File: config.mk
export PLATFORM = sky130hd
export DESIGN_NAME = bib_header_regs
export DESIGN_NICKNAME = d
export VERILOG_FILES = /design/src/logic/bib_header_pkg.sv /design/src/logic/bib_header_regs.sv /design/src/logic/rom_quad_port.sv
export VERILOG_INCLUDE_DIRS = /design/src /design/src/logic
export SDC_FILE = /design/constraint.sdc
export NUM_CORES = 1
export LEC_CHECK = 0
export ABC_AREA = 1
export BUFFER_PORTS_ARGS = -buffer_cell sky130_fd_sc_hd__buf_2
export CORE_ASPECT_RATIO = 1.4
export CORE_MARGIN = 4
export CORE_UTILIZATION = 46
export DETAILED_ROUTE_END_ITERATION = 8
export GPL_TIMING_DRIVEN = 0
export HOLD_SLACK_MARGIN = 0.06
export PLACE_DENSITY = 0.79
export SYNTH_ARGS = -nofsm -noshare
export SYNTH_HDL_FRONTEND = slang
export SYNTH_SLANG_ARGS = --single-unit
File: constraint.sdc
create_clock -name core_clk -period 2.2 [get_ports core_clk]
set_input_delay 0.33 -clock core_clk [delete_from_list [all_inputs] [get_ports core_clk]]
set_output_delay 0.33 -clock core_clk [all_outputs]
set_load 0.01 [all_outputs]
File: src/logic/bib_header_map.svh
// Offsets, field positions, reset values and constants of the bus info block header registers
`ifndef BIB_HEADER_MAP_SVH
`define BIB_HEADER_MAP_SVH
`define ROM_HDR_OFFSET 8'h18
`define BUS_IDENT_OFFSET 8'h1c
`define BUS_IDENT_VALUE 32'h31333934
`define ROM_HDR_UPPER_RESET 16'h0000
`define ROM_HDR_CRC_RESET 16'h0000
`define INFO_LEN_MSB 31
`define INFO_LEN_LSB 24
`define CRC_LEN_MSB 23
`define CRC_LEN_LSB 16
`define ROM_CRC_MSB 15
`define ROM_CRC_LSB 0
`define ROM_BASE_QUAD 6'h00
`define BIB_FIRST_QUAD 6'h01
`endif

File: src/logic/bib_header_pkg.sv
// Types shared by the bus info block header registers
package bib_header_pkg;
    typedef struct packed {
        logic [7:0] info_length;
        logic [7:0] crc_length;
        logic [15:0] rom_crc_value;
    } rom_header_t;

    typedef struct packed {
        logic [7:0] addr;
        logic [31:0] wdata;
        logic wr;
        logic rd;
    } sw_req_t;

    typedef enum logic [1:0] {
        LOAD_WAIT = 2'b01,
        LOAD_DONE = 2'b10
    } load_state_t;
endpackage

File: src/logic/bib_header_regs.sv
// Configuration ROM header and bus identification registers
//
// Chosen here: the strobed register port.
`timescale 1ns/1ps
`include "bib_header_map.svh"
module bib_header_regs (
    // Clock and reset
    input wire logic core_clk,
    input wire logic rst_b,
    // Software register port
    input wire logic [7:0] reg_addr,
    input wire logic [31:0] reg_wdata,
    input wire logic reg_wr,
    input wire logic reg_rd,
    output logic [31:0] reg_rdata,
    // EEPROM preload of the ROM CRC value
    input wire logic eeprom_present,
    input wire logic eeprom_crc_valid,
    input wire logic [15:0] eeprom_crc,
    // Remote node quadlet reads
    input wire logic remote_rd,
    input wire logic [5:0] remote_quad,
    output logic [31:0] remote_rdata,
    output logic remote_rvalid,
    // Status
    output logic crc_loaded
);
    bib_header_pkg::rom_header_t header;
    bib_header_pkg::load_state_t load_state;
    bib_header_pkg::sw_req_t req;

    // Bundle the software request
    assign req = '{addr: reg_addr, wdata: reg_wdata, wr: reg_wr, rd: reg_rd};

    // Address decode
    wire logic hit_header = req.addr == `ROM_HDR_OFFSET;
    wire logic hit_ident = req.addr == `BUS_IDENT_OFFSET;
    wire logic header_wr = req.wr && hit_header;
    // Preload only once, and a software write in the same cycle wins since it is newer
    wire logic eeprom_take = (load_state == bib_header_pkg::LOAD_WAIT) && eeprom_present
                             && eeprom_crc_valid;
    wire logic [31:0] next_reg_rdata = hit_header ? header :
                                       hit_ident ? `BUS_IDENT_VALUE : 32'h00000000;

    // Header register; CRC field reset value is arbitrary when no EEPROM
    always_ff @(posedge core_clk or negedge rst_b) begin
        if (!rst_b) begin
            // Upper half zero; CRC half a fixed pick, software must still write it
            header <= {`ROM_HDR_UPPER_RESET, `ROM_HDR_CRC_RESET};
        end else if (header_wr) begin
            header <= req.wdata;
        end else if (eeprom_take) begin
            header.rom_crc_value <= eeprom_crc;
        end
    end

    // Preload tracker: waits for the EEPROM word once after reset
    always_ff @(posedge core_clk or negedge rst_b) begin
        if (!rst_b) begin
            load_state <= bib_header_pkg::LOAD_WAIT;
        end else begin
            unique case (load_state)
                bib_header_pkg::LOAD_WAIT: begin
                    if (eeprom_take || header_wr || !eeprom_present) begin
                        load_state <= bib_header_pkg::LOAD_DONE;
                    end
                end
                bib_header_pkg::LOAD_DONE: begin
                    load_state <= bib_header_pkg::LOAD_DONE;
                end
                default: begin
                    load_state <= bib_header_pkg::LOAD_DONE;
                end
            endcase
        end
    end

    // Read data one cycle after the strobe, zero otherwise; identifier writes drop
    always_ff @(posedge core_clk or negedge rst_b) begin
        if (!rst_b) begin
            reg_rdata <= 32'h00000000;
            crc_loaded <= 1'b0;
        end else begin
            reg_rdata <= req.rd ? next_reg_rdata : 32'h00000000;
            // A colliding software write wins, so that preload was not accepted
            crc_loaded <= crc_loaded | (eeprom_take && !header_wr);
        end
    end

    // Remote side answers from the live header
    rom_quad_port u_rom_quad_port (
        .core_clk(core_clk),
        .rst_b(rst_b),
        .remote_rd(remote_rd),
        .remote_quad(remote_quad),
        .header_word(header),
        .remote_rdata(remote_rdata),
        .remote_rvalid(remote_rvalid)
    );
endmodule

File: src/logic/rom_quad_port.sv
// Remote node read port of the first configuration ROM quadlets
`timescale 1ns/1ps
`include "bib_header_map.svh"
module rom_quad_port (
    // Clock and reset
    input wire logic core_clk,
    input wire logic rst_b,
    // Remote quadlet read request
    input wire logic remote_rd,
    input wire logic [5:0] remote_quad,
    // Current register contents
    input wire logic [31:0] header_word,
    // Answer, one cycle after the request
    output logic [31:0] remote_rdata,
    output logic remote_rvalid
);
    // Quadlet select: header first, bus identifier second
    wire logic is_header = remote_quad == `ROM_BASE_QUAD;
    wire logic is_ident = remote_quad == `BIB_FIRST_QUAD;
    wire logic [31:0] next_remote_rdata = is_header ? header_word :
                                         is_ident ? `BUS_IDENT_VALUE : 32'h00000000;

    // Registered answer
    always_ff @(posedge core_clk or negedge rst_b) begin
        if (!rst_b) begin
            remote_rdata <= 32'h00000000;
            remote_rvalid <= 1'b0;
        end else begin
            remote_rvalid <= remote_rd;
            if (remote_rd) begin
                remote_rdata <= next_remote_rdata;
            end
        end
    end
endmodule

==> results_dict.tcl <==
set metrics [dict create \
    status "finished, final reports clean" \
    ys_ff_latch 100 \
    power.switching_mw 0.861 \
    netlist_area_sq_um 4170 \
    dr.first_iter.drc_count 147 \
    track_usage 0.212 \
    synth_edf_count 0 \
    wirelength_um 10700 \
    synth.most_common_cell "dfrtp_1" \
    nFillCells 777 \
    dpl_worst_slack_ns 0.581 \
    hold_slack_ns 0.108 \
    synthCells 463 \
    required_ns 2.43 \
    grt_pass1_wl_um 17300 \
    cts_tree "done" \
    clkPwrFrac 0.416 \
    die-area_sq_um 10700 \
    synthTopCellsByArea "dfrtp_1, nand2_1, nor2_1" \
    fin_crit_ns 1.65 \
    grt-ovfl-total 0 \
    die_h_um 121 \
    arrival_ns 1.88 \
    reg2reg_depth 6 \
    diodes 0 \
    synth_nets 532 \
    min_path_cells 1 \
    hold_class "in2reg" \
    setup_viol 0 \
    end_kind "register" \
    comb_power_share 0.083 \
    final-max-slew-violation-count 0 \
    initial_utilization 0.478 \
    yosys_warnings 0 \
    p_leak_nw 2.82 \
    cts_made_buffers 9 \
    dieWidth_um 88.4 \
    cts_num_sinks 100 \
    power_density_nw_per_um2 731 \
    io_buffers 133 \
    worstPathMaxFanout 10 \
    rows 40 \
    critical_path_class "reg2reg" \
    ys.flop_type "dfrtp_1" \
    place_congestion 0.857 \
    ant_nets 0 \
    switching_share 0.222 \
    cp-start-kind "register" \
    path_clk_slew_ns 0.06 \
    yosys-top-cells-count "dfrtp_1, nand2_1, nor2_1, inv_1, nand3_1" \
    tightest_slew_ns 0.607 \
    fin_ws_ns 0.548 \
    drv_cap 0 \
    dr.pass1.iters 4 \
    pwr-share-seq 0.501 \
    synth_top_cell_area_share 0.595 \
    core_area_sq_um 8710 \
    grt_setup_unrepaired "false" \
    multiInputGateArea_sq_um 1320 \
    ir_drop_v 0.000491 \
    route.detailed.drc 0 \
    htreeDepth 3 \
    regArea_sq_um 2500 \
    cts_root_buffer "clkbuf_16" \
    async_reset_ff_frac 1.00 \
    hold_viol_final 0 \
    viasPerCell 5.05 \
    num_io_pins 135 \
    wl_per_cell_um 15.0 \
    areaGrowthSynthToFinish_pct 27.5 \
    grt_pass1_vias 3785 \
    synth_cell_type_count 22 \
    clock_path_buffers 2 \
    max_freq_mhz 605 \
    maxSlewHeadroom 0.596 \
    hpwlAfterDp_um 8100 \
    fin_crit_sh 0.751 \
    layout-drive-gt1-share 0.276 \
    clkLatencyLatePin_ns 0.34 \
    intPower_mw 3.02 \
    antenna_found_initial 0 \
    synth.avg_cell_area_sq_um 9.00 \
    grt_max_degree 55 \
    yosysTopAreaCell "dfrtp_1" \
    nets 678 \
    skew_ns 0.00362 \
    via_count 3619 \
    seq_area_frac_synth 0.601 \
]
power by group through the flow:
stage	logic, mW	clock network (mW)	registers (mW)
3_5_place_dp	0.324	0	1.98
6_report	0.322	1.62	1.94
4_1_cts	0.327	1.63	1.94
5_1_grt	0.367	1.69	1.95
2_1_floorplan	0.140	0	1.98
3_3_place_gp	0.307	0	1.97
path summary, 6_finish.rpt:
check | end | slack (ns) | startpoint
setup / recovery | header[8] | 0.55 | load_state[0]
hold / removal | u_rom_quad_port.remote_rvalid | 0.11 | remote_rd
setup reg to reg | header[8] | 0.55 | load_state[0]
hold reg to reg | u_rom_quad_port.remote_rdata[19] | 0.48 | u_rom_quad_port.remote_rdata[19]
max in group asynchronous | load_state[0] | 0.95 | rst_b
min in group asynchronous | reg_rdata[1] | 0.54 | rst_b
final cells by class:
cell class / count / area share
clock buffer: 13 / 0.0527
sequential: 100 / 0.471
timing repair buffer: 135 / 0.133
multi-input combinational: 278 / 0.248
tap: 105 / 0.0247
inverter: 58 / 0.0410
clock inverter: 1 / 0.00565
buffer: 27 / 0.0235
metal layers:
| metal | routed length, um | track usage |
|---|---|---|
| met5 | 0 | 0 |
| met1 | 4280 | 0.248 |
| met3 | 680 | 0.0382 |
| met4 | 252 | 0.0992 |
| met2 | 5510 | 0.368 |
sequential cells by signal, summed over array words and instances (netlist names):
signal and flops:
u_rom_quad_port.remote_rdata 32, header 32, load_state 2, crc_loaded 1
u_rom_quad_port.remote_rvalid 1, reg_rdata 32
metrics by stage:
step | util | setup TNS [ns] | power (mW) | cell area (sq um) | std cells
finish | 0.610 | 0 | 3.88 | 5310 | 717
global route | 0.610 | 0 | 4.01 | 5310 | 717
CTS | 0.610 | 0 | 3.91 | 5310 | 717
detailed placement | 0.573 | 0 | 2.30 | 4990 | 702
global placement | 0.570 | -8.85 | 2.28 | 4960 | 701
floorplan | - | 0 | 2.12 | 4170 | 463
kinds of logic (layout without fill, tap and decap cells):
logic type | Yosys count | in the layout | synth area share
AO/OA/AOI/OAI | 65 | 65 | 0.0979
buffers and inverters | 85 | 234 | 0.0823
flip-flops | 100 | 100 | 0.601
AND/OR/NAND/NOR | 213 | 213 | 0.219
cell usage in the layout (no fill, tap or decap), drive strengths merged:
cell type / n
buf: 145
dfrtp: 99
nand2: 90
nor2: 67
inv: 58
nand3: 38
o21ai: 32
clkbuf: 29
nor3: 18
o31ai: 18
a211oi: 14
o21bai: 1
bufinv: 1
dlygate4sd3: 1
dfstp: 1
worst max-delay path, stage by stage, from the launching register on:
cell and delay, ns:
dfstp_2 0.51, nand2_1 0.05, nor2_2 0.27, nand2_2 0.20, clkbuf_1 0.28, nand3_1 0.16
nand2_1 0.06
repair_timing:
action,CTS,global route
hold buffers,1,0
gates resized for setup,0,0
setup buffers,0,0
hold endpoints to repair,46,0
Note: power is estimated with default switching activity, not from simulation.
